## src/verilog/atg_defs.svh

```systemverilog
// Constants for the system-bus master transfer generator.
// Assumes inclusion by bare name from every design file that needs them.
`ifndef ATG_DEFS_SVH
`define ATG_DEFS_SVH

// ----------------------------------------------------------------------------
// Transfer type codes
// ----------------------------------------------------------------------------
`define ATG_TRAN_ADDR 2'b00
`define ATG_TRAN_SEQ 2'b11

// ----------------------------------------------------------------------------
// Burst hint codes
// ----------------------------------------------------------------------------
`define ATG_BURST_NONE 2'b00
`define ATG_BURST_4 2'b01
`define ATG_BURST_8 2'b10
`define ATG_BURST_BUF 2'b11

// ----------------------------------------------------------------------------
// Protection, size and addressing
// ----------------------------------------------------------------------------
`define ATG_PROT_EVICT 2'b11
`define ATG_SIZE_WORD 2'b10
`define ATG_WORD_STEP 32'h0000_0004
`define ATG_LINE_MASK 32'hFFFF_FFE0
`define ATG_WORD_MASK 32'hFFFF_FFFC
`define ATG_EVICT_HI_OFS 32'h0000_0010
`define ATG_LINE_WORDS 4'h8
`define ATG_HALF_WORDS 4'h4
`define ATG_ONE_WORD 4'h1
`define ATG_TWO_WORDS 4'h2

// ----------------------------------------------------------------------------
// Eviction selections
// ----------------------------------------------------------------------------
`define ATG_EVICT_LO 2'b00
`define ATG_EVICT_HI 2'b01
`define ATG_EVICT_ALL 2'b10

`endif

```

## src/verilog/atg_pkg.sv

```systemverilog
// Types shared by the transfer generator and its beat sequencer.
// Assumes atg_defs.svh is on the include path.
package atg_pkg;

    // ------------------------------------------------------------------------
    // Request kinds from the core and caches
    // ------------------------------------------------------------------------
    typedef enum logic [2:0] {
        ATG_K_FETCH_NC,
        ATG_K_LOAD_NC,
        ATG_K_STORE,
        ATG_K_LINEFILL,
        ATG_K_EVICT,
        ATG_K_SWAP,
        ATG_K_WALK
    } atg_kind_t;

    // ------------------------------------------------------------------------
    // Master sequencing states
    // ------------------------------------------------------------------------
    typedef enum logic [2:0] {
        ATG_ST_RESET,
        ATG_ST_HANDOVER,
        ATG_ST_IDLE,
        ATG_ST_ATRAN,
        ATG_ST_SEQ,
        ATG_ST_TEST
    } atg_state_t;

    // ------------------------------------------------------------------------
    // Beat sequencer state
    // ------------------------------------------------------------------------
    typedef struct packed {
        logic [31:0] addr;
        logic [3:0] left;
    } atg_beat_t;

    // ------------------------------------------------------------------------
    // Master state
    // ------------------------------------------------------------------------
    typedef struct packed {
        logic rst_sync1;
        logic rst_sync2;
        atg_state_t state;
        atg_kind_t kind;
        logic fetch;
        logic priv;
        logic swap_wr;
        logic [1:0] btran;
        logic bwrite;
        logic [1:0] bsize;
        logic [1:0] bprot;
        logic blok;
        logic [31:0] bd;
        logic bd_oe;
        logic attr_oe;
        logic tran_oe;
        logic areq;
        logic nonidle_address_strobe;
        logic [1:0] burst;
        logic mwp;
        logic req_ready;
        logic [31:0] rdata;
        logic rdata_valid;
        logic wdata_take;
        logic done;
        logic err;
        logic bwait;
        logic blast;
        logic berror;
        logic resp_oe;
        logic [31:0] sl_data;
    } atg_state_reg_t;

endpackage : atg_pkg

```

## src/verilog/atg_beat_counter.sv

```systemverilog
// Address and beat sequencer for one bus transfer.
// Assumes the master loads it once per transfer and steps it per completed beat.
`timescale 1ns/1ns
`default_nettype none
`include "atg_defs.svh"

module atg_beat_counter (
    // Clock and reset
    input wire logic clk_i,
    input wire logic srst_i,
    // Control
    input wire logic load_i,
    input wire logic [31:0] base_i,
    input wire logic [3:0] count_i,
    input wire logic step_i,
    // State
    output logic [31:0] addr_o,
    output logic [3:0] left_o
);
    import atg_pkg::*;

    atg_beat_t r;
    atg_beat_t next_r;

    // Load wins over step so a new transfer never inherits an old address
    always_comb begin
        next_r = r;
        if (load_i) begin
            next_r.addr = base_i & `ATG_WORD_MASK;
            next_r.left = count_i;
        end else if (step_i && (r.left != 4'h0)) begin
            next_r.addr = r.addr + `ATG_WORD_STEP;
            next_r.left = r.left - `ATG_ONE_WORD;
        end
    end

    // State register
    always_ff @(posedge clk_i) begin
        if (srst_i) begin
            r <= '0;
        end else begin
            r <= next_r;
        end
    end

    assign addr_o = r.addr;
    assign left_o = r.left;

endmodule : atg_beat_counter
`default_nettype wire

```

## src/verilog/atg_master.sv

```systemverilog
// System-bus master transfer generator with slave-only test mode.
// Assumes grant, slave responses and test-mode bus inputs share clk_i;
// the bus reset pin is asynchronous and is synchronised here.
//
// Notes on behaviour
// - Bus reset is active low, accepted any time, forces safe bus state.
// - Idle default master drives address-only, lock low, data bus floated.
// - After reset become default master unrequested; handover drives only type.
// - Then idle without requesting the bus until a core request starts a strobed address-only cycle.
// - Uncached reads: protection bit 0 low for fetch, high for data.
// - Uncached single reads and fetches use word-aligned addresses.
// - Uncached multiple load: burst hint 00, more-words signal warns end.
// - Single store: hint 11 buffered, 00 unbuffered, word-aligned.
// - Multiple store: hint 11 buffered, 00 unbuffered, word-aligned.
// - Cached loads and fetches are eight-word ascending linefills, hint 10.
// - Eviction: low half or high half hint 01, whole line hint 10.
// - Eviction write-backs drive protection 11.
// - Swap is single read then single write, lock held across both.
// - Page walk: single read, hint 11, protection 10 fetch, 11 data.
// - Test mode: never master, answers as slave when selected.
// - No nonsequential cycles; address-only then sequential instead.
// - Burst hint set with the strobe and held until next transfer.
// - Strobe marks an address-only cycle followed by a sequential one.
`timescale 1ns/1ns
`default_nettype none
`include "atg_defs.svh"

module atg_master (
    // Clock and reset
    input wire logic clk_i,
    input wire logic srst_i,
    input wire logic bus_reset_n_i,
    // Core request port
    input wire logic req_valid_i,
    input wire atg_pkg::atg_kind_t req_kind_i,
    input wire logic [31:0] req_addr_i,
    input wire logic [1:0] req_size_i,
    input wire logic [3:0] req_count_i,
    input wire logic req_fetch_i,
    input wire logic req_priv_i,
    input wire logic req_buffered_i,
    input wire logic [1:0] req_evict_sel_i,
    input wire logic [31:0] wdata_i,
    output logic req_ready_o,
    output logic wdata_take_o,
    output logic [31:0] rdata_o,
    output logic rdata_valid_o,
    output logic done_o,
    output logic err_o,
    // Arbitration and slave response
    input wire logic grant_i,
    input wire logic wait_i,
    input wire logic error_i,
    output logic areq_o,
    // Master bus outputs
    output logic [1:0] btran_o,
    output logic tran_oe_o,
    output logic [31:0] ba_o,
    output logic bwrite_o,
    output logic [1:0] bsize_o,
    output logic [1:0] bprot_o,
    output logic blok_o,
    output logic attr_oe_o,
    output logic [31:0] bd_o,
    output logic bd_oe_o,
    input wire logic [31:0] bd_i,
    // Transfer hints
    output logic nonidle_address_strobe_o,
    output logic [1:0] burst_o,
    output logic more_words_pending_o,
    // Slave-only test mode
    input wire logic test_mode_i,
    input wire logic dsel_i,
    input wire logic [1:0] btran_i,
    input wire logic bwrite_i,
    output logic bwait_o,
    output logic blast_o,
    output logic berror_o,
    output logic resp_oe_o
);
    import atg_pkg::*;

    // ------------------------------------------------------------------------
    // State and sequencer wiring
    // ------------------------------------------------------------------------
    atg_state_reg_t r;
    atg_state_reg_t next_r;
    logic cnt_load;
    logic [31:0] cnt_base;
    logic [3:0] cnt_count;
    logic cnt_step;
    logic [31:0] cnt_addr;
    logic [3:0] cnt_left;
    logic beat_done;

    atg_beat_counter u_beats (
        .clk_i(clk_i),
        .srst_i(srst_i),
        .load_i(cnt_load),
        .base_i(cnt_base),
        .count_i(cnt_count),
        .step_i(cnt_step),
        .addr_o(cnt_addr),
        .left_o(cnt_left)
    );

    // A beat counts only when granted and the slave is not waiting
    assign beat_done = grant_i && !wait_i;

    // ------------------------------------------------------------------------
    // Next-state logic
    // ------------------------------------------------------------------------
    always_comb begin
        next_r = r;
        cnt_load = 1'b0;
        cnt_base = req_addr_i;
        cnt_count = `ATG_ONE_WORD;
        cnt_step = 1'b0;
        // Pulses default low
        next_r.req_ready = 1'b0;
        next_r.rdata_valid = 1'b0;
        next_r.wdata_take = 1'b0;
        next_r.done = 1'b0;
        next_r.err = 1'b0;
        // Bus reset pin passes two flops before use
        next_r.rst_sync1 = bus_reset_n_i;
        next_r.rst_sync2 = r.rst_sync1;

        unique case (r.state)
            ATG_ST_RESET: begin
                // Release leads to the one-cycle handover
                next_r.state = ATG_ST_HANDOVER;
                next_r.tran_oe = 1'b1;
                next_r.btran = `ATG_TRAN_ADDR;
            end
            ATG_ST_HANDOVER: begin
                // Default master without request: full drive, idle cycle
                next_r.state = ATG_ST_IDLE;
                next_r.attr_oe = 1'b1;
                next_r.blok = 1'b0;
                next_r.bd_oe = 1'b0;
            end
            ATG_ST_IDLE: begin
                next_r.btran = `ATG_TRAN_ADDR;
                next_r.nonidle_address_strobe = 1'b0;
                next_r.blok = 1'b0;
                next_r.bd_oe = 1'b0;
                next_r.mwp = 1'b0;
                if (test_mode_i) begin
                    // Never master in test mode: release every shared line
                    next_r.state = ATG_ST_TEST;
                    next_r.tran_oe = 1'b0;
                    next_r.attr_oe = 1'b0;
                    next_r.areq = 1'b0;
                end else if (req_valid_i) begin
                    next_r.req_ready = 1'b1;
                    next_r.kind = req_kind_i;
                    next_r.fetch = req_fetch_i;
                    next_r.priv = req_priv_i;
                    next_r.swap_wr = 1'b0;
                    next_r.areq = 1'b1;
                    next_r.state = ATG_ST_ATRAN;
                    next_r.nonidle_address_strobe = 1'b1;
                    next_r.bsize = `ATG_SIZE_WORD;
                    next_r.bwrite = 1'b0;
                    next_r.bprot = {req_priv_i, !req_fetch_i};
                    next_r.burst = `ATG_BURST_NONE;
                    cnt_load = 1'b1;
                    unique case (req_kind_i)
                        ATG_K_FETCH_NC: begin
                            next_r.bprot = {req_priv_i, 1'b0};
                        end
                        ATG_K_LOAD_NC: begin
                            cnt_count = req_count_i;
                            next_r.bprot = {req_priv_i, 1'b1};
                            next_r.burst = `ATG_BURST_NONE;
                        end
                        ATG_K_STORE: begin
                            cnt_count = req_count_i;
                            next_r.bwrite = 1'b1;
                            next_r.bprot = {req_priv_i, 1'b1};
                            next_r.burst = req_buffered_i ? `ATG_BURST_BUF : `ATG_BURST_NONE;
                        end
                        ATG_K_LINEFILL: begin
                            cnt_base = req_addr_i & `ATG_LINE_MASK;
                            cnt_count = `ATG_LINE_WORDS;
                            next_r.burst = `ATG_BURST_8;
                        end
                        ATG_K_EVICT: begin
                            next_r.bwrite = 1'b1;
                            next_r.bprot = `ATG_PROT_EVICT;
                            cnt_base = req_addr_i & `ATG_LINE_MASK;
                            cnt_count = `ATG_HALF_WORDS;
                            next_r.burst = `ATG_BURST_4;
                            if (req_evict_sel_i == `ATG_EVICT_HI) begin
                                cnt_base = (req_addr_i & `ATG_LINE_MASK) | `ATG_EVICT_HI_OFS;
                            end else if (req_evict_sel_i == `ATG_EVICT_ALL) begin
                                cnt_count = `ATG_LINE_WORDS;
                                next_r.burst = `ATG_BURST_8;
                            end
                        end
                        ATG_K_SWAP: begin
                            next_r.bsize = req_size_i;
                            next_r.bprot = {req_priv_i, 1'b1};
                            next_r.blok = 1'b1;
                        end
                        ATG_K_WALK: begin
                            next_r.bprot = {1'b1, !req_fetch_i};
                            next_r.burst = `ATG_BURST_BUF;
                        end
                        default: begin
                            next_r.state = ATG_ST_IDLE;
                            next_r.nonidle_address_strobe = 1'b0;
                            next_r.areq = 1'b0;
                            next_r.blok = 1'b0;
                        end
                    endcase
                end else begin
                    next_r.areq = 1'b0;
                end
            end
            ATG_ST_ATRAN: begin
                // Address-only cycle with strobe; sequential follows on grant
                if (grant_i) begin
                    next_r.state = ATG_ST_SEQ;
                    next_r.btran = `ATG_TRAN_SEQ;
                    next_r.nonidle_address_strobe = 1'b0;
                    next_r.bd_oe = r.bwrite;
                    next_r.bd = wdata_i;
                    next_r.mwp = (r.kind == ATG_K_LOAD_NC) && (cnt_left > `ATG_ONE_WORD);
                end
            end
            ATG_ST_SEQ: begin
                if (beat_done && error_i) begin
                    // Abort: drop lock and bus, report the failure
                    next_r.state = ATG_ST_IDLE;
                    next_r.btran = `ATG_TRAN_ADDR;
                    next_r.blok = 1'b0;
                    next_r.bd_oe = 1'b0;
                    next_r.mwp = 1'b0;
                    next_r.areq = 1'b0;
                    next_r.done = 1'b1;
                    next_r.err = 1'b1;
                end else if (beat_done) begin
                    cnt_step = 1'b1;
                    next_r.wdata_take = r.bwrite;
                    next_r.rdata_valid = !r.bwrite;
                    next_r.rdata = bd_i;
                    if (cnt_left == `ATG_ONE_WORD) begin
                        if ((r.kind == ATG_K_SWAP) && !r.swap_wr) begin
                            // Locked write half reuses the read address
                            cnt_load = 1'b1;
                            cnt_base = cnt_addr;
                            next_r.swap_wr = 1'b1;
                            next_r.bwrite = 1'b1;
                            next_r.blok = 1'b1;
                            next_r.state = ATG_ST_ATRAN;
                            next_r.btran = `ATG_TRAN_ADDR;
                            next_r.nonidle_address_strobe = 1'b1;
                            next_r.bd_oe = 1'b0;
                        end else begin
                            next_r.state = ATG_ST_IDLE;
                            next_r.btran = `ATG_TRAN_ADDR;
                            next_r.blok = 1'b0;
                            next_r.bd_oe = 1'b0;
                            next_r.areq = 1'b0;
                            next_r.done = 1'b1;
                        end
                        next_r.mwp = 1'b0;
                    end else begin
                        next_r.bd = wdata_i;
                        next_r.mwp = (r.kind == ATG_K_LOAD_NC) && (cnt_left > `ATG_TWO_WORDS);
                    end
                end else if (!grant_i) begin
                    // Bus lost mid-burst: resume with a fresh address-only cycle
                    next_r.state = ATG_ST_ATRAN;
                    next_r.btran = `ATG_TRAN_ADDR;
                    next_r.nonidle_address_strobe = 1'b1;
                    next_r.bd_oe = 1'b0;
                    next_r.mwp = 1'b0;
                end
                // Slave wait: every attribute holds as it is
            end
            ATG_ST_TEST: begin
                // Slave answer is registered, so it lags the select by a cycle
                next_r.resp_oe = dsel_i && (btran_i == `ATG_TRAN_SEQ);
                next_r.bwait = 1'b0;
                next_r.blast = 1'b0;
                next_r.berror = 1'b0;
                next_r.bd_oe = dsel_i && (btran_i == `ATG_TRAN_SEQ) && !bwrite_i;
                next_r.bd = r.sl_data;
                if (dsel_i && (btran_i == `ATG_TRAN_SEQ) && bwrite_i) begin
                    next_r.sl_data = bd_i;
                end
                if (!test_mode_i) begin
                    next_r.state = ATG_ST_HANDOVER;
                    next_r.resp_oe = 1'b0;
                    next_r.bd_oe = 1'b0;
                    next_r.tran_oe = 1'b1;
                    next_r.btran = `ATG_TRAN_ADDR;
                end
            end
        endcase

        // Bus reset overrides everything: safe idle, shared lines released
        if (!r.rst_sync2) begin
            next_r = '0;
            next_r.rst_sync1 = bus_reset_n_i;
            next_r.rst_sync2 = r.rst_sync1;
            next_r.state = ATG_ST_RESET;
            cnt_load = 1'b0;
            cnt_step = 1'b0;
        end
    end

    // ------------------------------------------------------------------------
    // State register
    // ------------------------------------------------------------------------
    always_ff @(posedge clk_i) begin
        if (srst_i) begin
            r <= '0;
        end else begin
            r <= next_r;
        end
    end

    // ------------------------------------------------------------------------
    // Outputs, all straight from flops
    // ------------------------------------------------------------------------
    assign req_ready_o = r.req_ready;
    assign wdata_take_o = r.wdata_take;
    assign rdata_o = r.rdata;
    assign rdata_valid_o = r.rdata_valid;
    assign done_o = r.done;
    assign err_o = r.err;
    assign areq_o = r.areq;
    assign btran_o = r.btran;
    assign tran_oe_o = r.tran_oe;
    assign ba_o = cnt_addr;
    assign bwrite_o = r.bwrite;
    assign bsize_o = r.bsize;
    assign bprot_o = r.bprot;
    assign blok_o = r.blok;
    assign attr_oe_o = r.attr_oe;
    assign bd_o = r.bd;
    assign bd_oe_o = r.bd_oe;
    assign nonidle_address_strobe_o = r.nonidle_address_strobe;
    assign burst_o = r.burst;
    assign more_words_pending_o = r.mwp;
    assign bwait_o = r.bwait;
    assign blast_o = r.blast;
    assign berror_o = r.berror;
    assign resp_oe_o = r.resp_oe;

endmodule : atg_master
`default_nettype wire

```

## config.mk

```make
export PLATFORM = sky130hd
export DESIGN_NAME = atg_master
export DESIGN_NICKNAME = d
export VERILOG_FILES = /design/src/verilog/atg_pkg.sv /design/src/verilog/atg_beat_counter.sv /design/src/verilog/atg_master.sv
export VERILOG_INCLUDE_DIRS = /design/src /design/src/verilog
export SDC_FILE = /design/constraint.sdc
export NUM_CORES = 1
export LEC_CHECK = 0
export BUFFER_PORTS_ARGS = -buffer_cell sky130_fd_sc_hd__buf_2
export CORE_MARGIN = 1.5
export CORE_UTILIZATION = 40
export DETAILED_ROUTE_END_ITERATION = 10
export HOLD_SLACK_MARGIN = 0.05
export PLACE_DENSITY = 0.63
export SETUP_SLACK_MARGIN = 0.1
export SYNTH_ARGS = -nofsm -noshare
export SYNTH_HDL_FRONTEND = slang
export SYNTH_SLANG_ARGS = --single-unit
```

## constraint.sdc

```tcl
create_clock -name clk_i -period 2.1 [get_ports clk_i]
set_clock_uncertainty 0.05 [all_clocks]
set_input_delay 0.315 -clock clk_i [delete_from_list [all_inputs] [get_ports clk_i]]
set_output_delay 0.315 -clock clk_i [all_outputs]
set_load 0.1 [all_outputs]
```

==> results of run 1 <==
==> cells in the final DEF, fill, tap and decap left out, types with 16 or more instances in the layout <==
cell | Yosys | layout
dfxtp_4 | 0 | 17
nand3_1 | 20 | 16
clkbuf_16 | 0 | 17
nor2_1 | 75 | 72
o21ai_0 | 37 | 29
nand2_1 | 245 | 239
a21oi_1 | 98 | 97
nor3_1 | 16 | 16
buf_4 | 77 | 72
dfxtp_1 | 160 | 131
buf_2 | 16 | 235
inv_1 | 22 | 20
a311oi_1 | 40 | 38
==> routing by layer <==
metal,wire [um],vias up
met2,11200,259
met1,10700,3716
met5,0,-
met4,536,0
met3,1340,35
li1,-,3954
==> kinds of logic after synthesis <==
logic type / Yosys count / share of synthesized area (%)
mux: 3 / 0.405
other cells: 1 / 0.0467
simple gates: 437 / 25.6
buf+inv: 166 / 11.6
xor+xnor: 10 / 1.09
fa+ha+maj: 6 / 0.873
flops: 160 / 39.9
compound gates: 250 / 20.5
==> layout make-up <==
| type | instances | share of cell area (%) |
|---|---|---|
| Multi-Input combinational cell | 712 | 40.0 |
| Sequential cell | 160 | 31.2 |
| Timing Repair Buffer | 325 | 19.1 |
| Clock buffer | 17 | 4.04 |
| Tap cell | 265 | 3.15 |
| Clock inverter | 15 | 1.66 |
| Inverter | 22 | 0.832 |
| Antenna cell | 1 | 0.0238 |
==> power by group <==
group          internal (mW)  switching, mW  total (mW)
registers               3.02        0.00853        3.03
clock network           1.60           1.48        3.08
logic                  0.146          0.231       0.376
==> registers in the layout (all words and copies together) (netlist names), 2 cells and up <==
signal	count
bd_o	32
bprot_o	2
bsize_o	2
burst_o	2
r	41
rdata_o	32
u_beats.addr_o	30
u_beats.left_o	4
==> cell usage after synthesis (3+ instances only) <==
master,n
nand2_1,245
dfxtp_1,160
a21oi_1,98
buf_4,77
nor2_1,75
clkbuf_1,48
a311oi_1,40
o21ai_0,37
inv_1,22
nand3_1,20
buf_2,16
nor3_1,16
and4_1,9
or3_1,9
xnor2_1,9
a211oi_1,8
a221oi_1,8
a31oi_1,8
nand4_1,8
and3_1,7
nor2b_1,7
nor4_1,6
and2_1,5
a21boi_0,4
ha_1,4
nor3b_1,4
a22oi_1,3
a2bb2oi_1,3
a311o_1,3
buf_1,3
nand2b_1,3
o211ai_1,3
o21a_1,3
==> what timing repair did <==
item / in CTS / in global routing
pin swaps: 19 / 28
gates resized for setup: 48 / 32
setup buffers: 5 / 4
endpoints found under the setup margin: 69 / 52
hold endpoints to repair: 1 / 0
gates cloned: 2 / 0
hold buffers: 1 / 0
==> per-stage QoR <==
step | setup slack (ns) | util [%] | area [um2] | hold slack (ns) | TNS [ns]
2_1_floorplan | -0.0977 | - | 8170 | 0.364 | -0.314
3_3_place_gp | -0.0488 | 48.6 | 9520 | 0.366 | -0.251
3_5_place_dp | -0.0926 | 48.6 | 9520 | 0.393 | -0.552
4_1_cts | 0.00675 | 52.9 | 10400 | 0.0555 | 0
5_1_grt | -0.111 | 53.7 | 10500 | 0.0621 | -1.12
6_report | 0.00159 | 53.7 | 10500 | 0.0727 | 0
==> worst reg2reg max path: stages (launching register included) <==
cell and delay (ns):
dfxtp_2 0.34, or4bb_4 0.55, buf_4 0.17, nor3_1 0.19, buf_4 0.18, o21ai_2 0.11, buf_4 0.17, nor2_1 0.14
a311oi_2 0.07
==> path summary, 6_finish.rpt <==
kind	end	slack, ns
min reg2reg	rdata_o[16]$_SDFFE_PP0P_	0.40
max reg2reg	u_beats.addr_o[20]$_SDFFE_PP0P_	0.002
max	u_beats.addr_o[20]$_SDFFE_PP0P_	0.002
min	rdata_o[27]$_SDFFE_PP0P_	0.07
==> flow_summary.toml, run 1 <==
[yosys]
synth_cell_types = 75
synth-edff-count = 0
synth-seq-cells = 160
synth_area_mm2 = 0.00803
synth_area_leaders = "dfxtp_1 40%, nand2_1 11%, buf_4 7.2%"
synthArstFlopShare_pct = 0
synth_cells = 1033
yosysSeqAreaShare_pct = 39.9
synth_top_area_share_pct = 39.9
synth.avg_cell_area_um2 = 7.77
ys.flop_type = "dfxtp_1"
synth_warnings = 0
yosys.area.top_type = "dfxtp_1"

[timing]
setup_violations = 0
drv_slew = 0
maxSlewHeadroom_pct = 64.5
rsz0062_at_grt = "true"
min_period_ns = 2.10
hold_viol = 0
timing.fmax_mhz = 477
tightest_slew_ns = 0.536
finalCritPeriodShare_pct = 99.9

[hold_path]
whs_path_depth = 3
worstHoldStart = "bd_i[27]"
hold_path_class = "in2reg"

[critical_path]
crit_chain = "or4bb_4 -> buf_4 -> nor3_1 -> buf_4 -> o21ai_2 -> buf_4 -> nor2_1 -> a311oi_2"
crit_fanout = 4
critPathMostFrequentCell = "buf_4"
cp.depth = 8
start_kind = "flop"
worstSetupPathType = "reg2reg"
timing.rr.start = "r[124]$_SDFFE_PP0P_"
path_buf_inv = 3
max_stage_delay_ns = 0.55
cp.required_ns = 2.35
crit_family = "simple AND/OR/NAND/NOR gates"
worstSetupStartpoint = "r[124]$_SDFFE_PP0P_"
arrival_ns = 2.34
rr_worst_depth = 8
critPathSlowestCell = "or4bb_4"
endpoint_kind = "flop"

[clock_tree]
cts.sinks = 160
ctsLongestPathBuffers = 2
htree_levels = 4
ctsRootBufferMaster = "clkbuf_16"
cts_made_buffers = 17
insertion_delay_ns = 0.43
tritoncts = "yes"
clk_pin_slew_ns = 0.07

[drt]
wirelength_um = 23800
avgRoutedWirePerCell_um = 15.7
drt_first_pass_iters = 5
postRouteAntennaNets = 0
avgViaCountPerCell = 5.25
route.detailed.drc = 0
vias = 7964
drtIter0Drc = 413

[layout]
stdcell_count = 1517
drive_gt1_share_pct = 36.4
multi_input_area_mm2 = 0.00421
finalNetCount = 1364
seq_area_mm2 = 0.00328
area_growth_pct = 31.2
num-fill-cells = 1929

[placed_design]
gp_congestion = 0.850
dpl.cell_count = 1473
numPortBuffers = 235
hpwl_um = 16800

[global_routing]
grt_util_met3_pct = 4.34
grt-ovfl-total = 0
grt_pass1_vias = 7084
grt_max_degree = 53
grt_use_met2_pct = 36.4
grt_util_met1_pct = 28.6
grt_use_total_pct = 22.1
antenna_found_initial = 1
grt_pass1_wl_um = 36200
busiest_layer = "met2"

[die]
fp.coreArea_mm2 = 0.0196
die_width_um = 145
die-height_um = 145
placementRows = 51
initial_core_util_pct = 41.0
ios = 243
die_area_mm2 = 0.0209

[pwr]
finalPower_mw = 6.49
power.density_mw_per_mm2 = 616
leakage_nw = 4.25
peakVddDrop_mv = 0.517

[flow_run]
cap_violations = 0

[outcome]
status = "completed"
Power figures use the tool's default switching activity.
==> run 2, diff against run 1 <==
--- a/config.mk
+++ b/config.mk
@@ -12,6 +12,7 @@
 export DETAILED_ROUTE_END_ITERATION = 10
 export HOLD_SLACK_MARGIN = 0.05
 export PLACE_DENSITY = 0.63
+export REMOVE_ABC_BUFFERS = 1
 export SETUP_SLACK_MARGIN = 0.1
 export SYNTH_ARGS = -nofsm -noshare
 export SYNTH_HDL_FRONTEND = slang
==> flow_summary.toml, run 2 (same netlist as run 1, synthesis figures left out) <==
[clock_tree]
ctsRootBufferMaster = "clkbuf_16"
cts_made_buffers = 17
ctsLongestPathBuffers = 2
cts.sinks = 160
tritoncts = "yes"
clk_pin_slew_ns = 0.07
insertion_delay_ns = 0.42
htree_levels = 4

[timing]
finalCritPeriodShare_pct = 103
rsz0062_at_grt = "true"
tightest_slew_ns = 0.537
setup_slack_ns = -0.0697
maxSlewHeadroom_pct = 64.4
min_period_ns = 2.17
hold_viol = 0
drv_slew = 0
fin_tns_setup_ns = -0.868
setup_violations = 22
timing.fmax_mhz = 461

[layout]
fin_util_pct = 54.3
final_cell_mix = "243 x nand2_1, 235 x buf_2, 157 x dfxtp_1"
layout_commonest_cell = "nand2_1"
stdcell_count = 1543
finalNetCount = 1389
regMostFlops = "r"
multi_input_area_mm2 = 0.00414
seq_area_mm2 = 0.00321
largest_register_ff_count = 41
area_growth_pct = 32.4
final_area_mm2 = 0.0106
drive_gt1_share_pct = 34.3
num-fill-cells = 1863

[flow_run]
cap_violations = 0

[pwr]
switchingPower_mw = 1.67
finalPower_mw = 6.90
peakVddDrop_mv = 0.524
share_comb_of_total_power_pct = 5.6
power.density_mw_per_mm2 = 649
leakage_nw = 4.37
power_frac_seq_pct = 44.2
p_sw_share_pct = 24.2
p_clk_share_pct = 50.3
p_int_mw = 5.23

[drt]
drtIter0Drc = 436
drt_first_pass_iters = 5
avgRoutedWirePerCell_um = 16.1
wirelength_um = 24800
postRouteAntennaNets = 0
vias = 8031
avgViaCountPerCell = 5.20
route.detailed.drc = 0

[hold_path]
hold_path_class = "in2reg"

[die]
initial_core_util_pct = 41.0
die-height_um = 145
ios = 243
die_area_mm2 = 0.0209
fp.coreArea_mm2 = 0.0196
placementRows = 51
die_width_um = 145

[placed_design]
numPortBuffers = 235
gp_congestion = 0.884
placed_area_mm2 = 0.00959
dpl.cell_count = 1492
hpwl_um = 16700

[global_routing]
grt_use_total_pct = 22.6
grt_pass1_wl_um = 37000
grt_max_degree = 65
grt_pass1_vias = 7273
antenna_found_initial = 2
grt-ovfl-total = 0

[outcome]
violations = "negative setup slack"
status = "complete, but fails checks"

[critical_path]
cp.required_ns = 2.35
arrival_ns = 2.42
endpoint_kind = "flop"
start_kind = "flop"
crit_fanout = 6
worstSetupPathType = "reg2reg"
run 2: changes by cell type in the layout (fill, tap and decap cells not counted), moves of 4 or more:
cell,before,now
dfxtp_2,12,2
dfxtp_4,17,1
nand2_1,239,243
dfxtp_1,131,157
o21ai_2,8,3
bufinv_16,0,4
clkinv_8,5,0
buf_4,72,97
run 2: power by group through the flow:
stage	sequential, mW	combinational [mW]	clock [mW]
after global routing	3.05	0.412	3.65
after global placement	3.12	0.371	0
after CTS	3.05	0.375	3.50
final	3.05	0.384	3.47
after floorplan	3.15	0.123	0
after detailed placement	3.12	0.370	0
run 2: metrics by stage:
step / hold WS, ns / setup WS, ns
after floorplan: 0.334 / -0.713
after global placement: 0.367 / -0.102
after detailed placement: 0.378 / -0.135
after CTS: 0.0721 / -0.0201
after global routing: 0.0691 / -0.161
final: 0.0863 / -0.0697
run 2: timing repair:
item                                    in CTS  in global routing
setup buffers                                9                  5
pin swaps                                    6                 34
endpoints found under the setup margin      51                 50
resized for setup                           21                 39
hold endpoints to repair                     1                  0
cloned                                       1                  1
hold buffers                                 1                  0
run 2: layout make-up:
class                   count  share of cell area [%]
diodes                      2                  0.0471
clock buffers              18                    4.04
clock inverters            14                    2.02
inverters                  22                   0.800
multi-input cells         712                    38.9
flip-flops and latches    160                    30.2
well taps                 265                    3.12
repair buffers            350                    20.8
run 2: routing by layer:
metal	vias up	share of wire [%]	track usage, %
met2	301	47	38.3
li1	3999	-	-
met4	0	0.79	5.00
met5	-	0	0
met3	17	7.6	4.87
met1	3714	45	29.4
run 2: worst paths after layout:
| check | startpoint | endpoint | slack, ns | cells past startpoint |
|---|---|---|---|---|
| max | u_beats.left_o[1]$_SDFFE_PP0P_ | u_beats.addr_o[15]$_SDFFE_PP0P_ | -0.07 | 9 |
| min | bd_i[0] | r[0]$_SDFFE_PP0P_ | 0.09 | 3 |
| max reg2reg | u_beats.left_o[1]$_SDFFE_PP0P_ | u_beats.addr_o[15]$_SDFFE_PP0P_ | -0.07 | 9 |
| min reg2reg | r[131]$_SDFF_PP0_ | r[130]$_SDFF_PP0_ | 0.39 | 1 |
run 2: worst max-delay path: stages, from the launching register on:
cell	delay, ns
dfxtp_2	0.34
inv_4	0.08
ha_4	0.13
or4b_4	0.48
nor4_4	0.33
buf_4	0.20
a21oi_4	0.10
buf_4	0.17
o21ai_0	0.08
a211oi_1	0.09
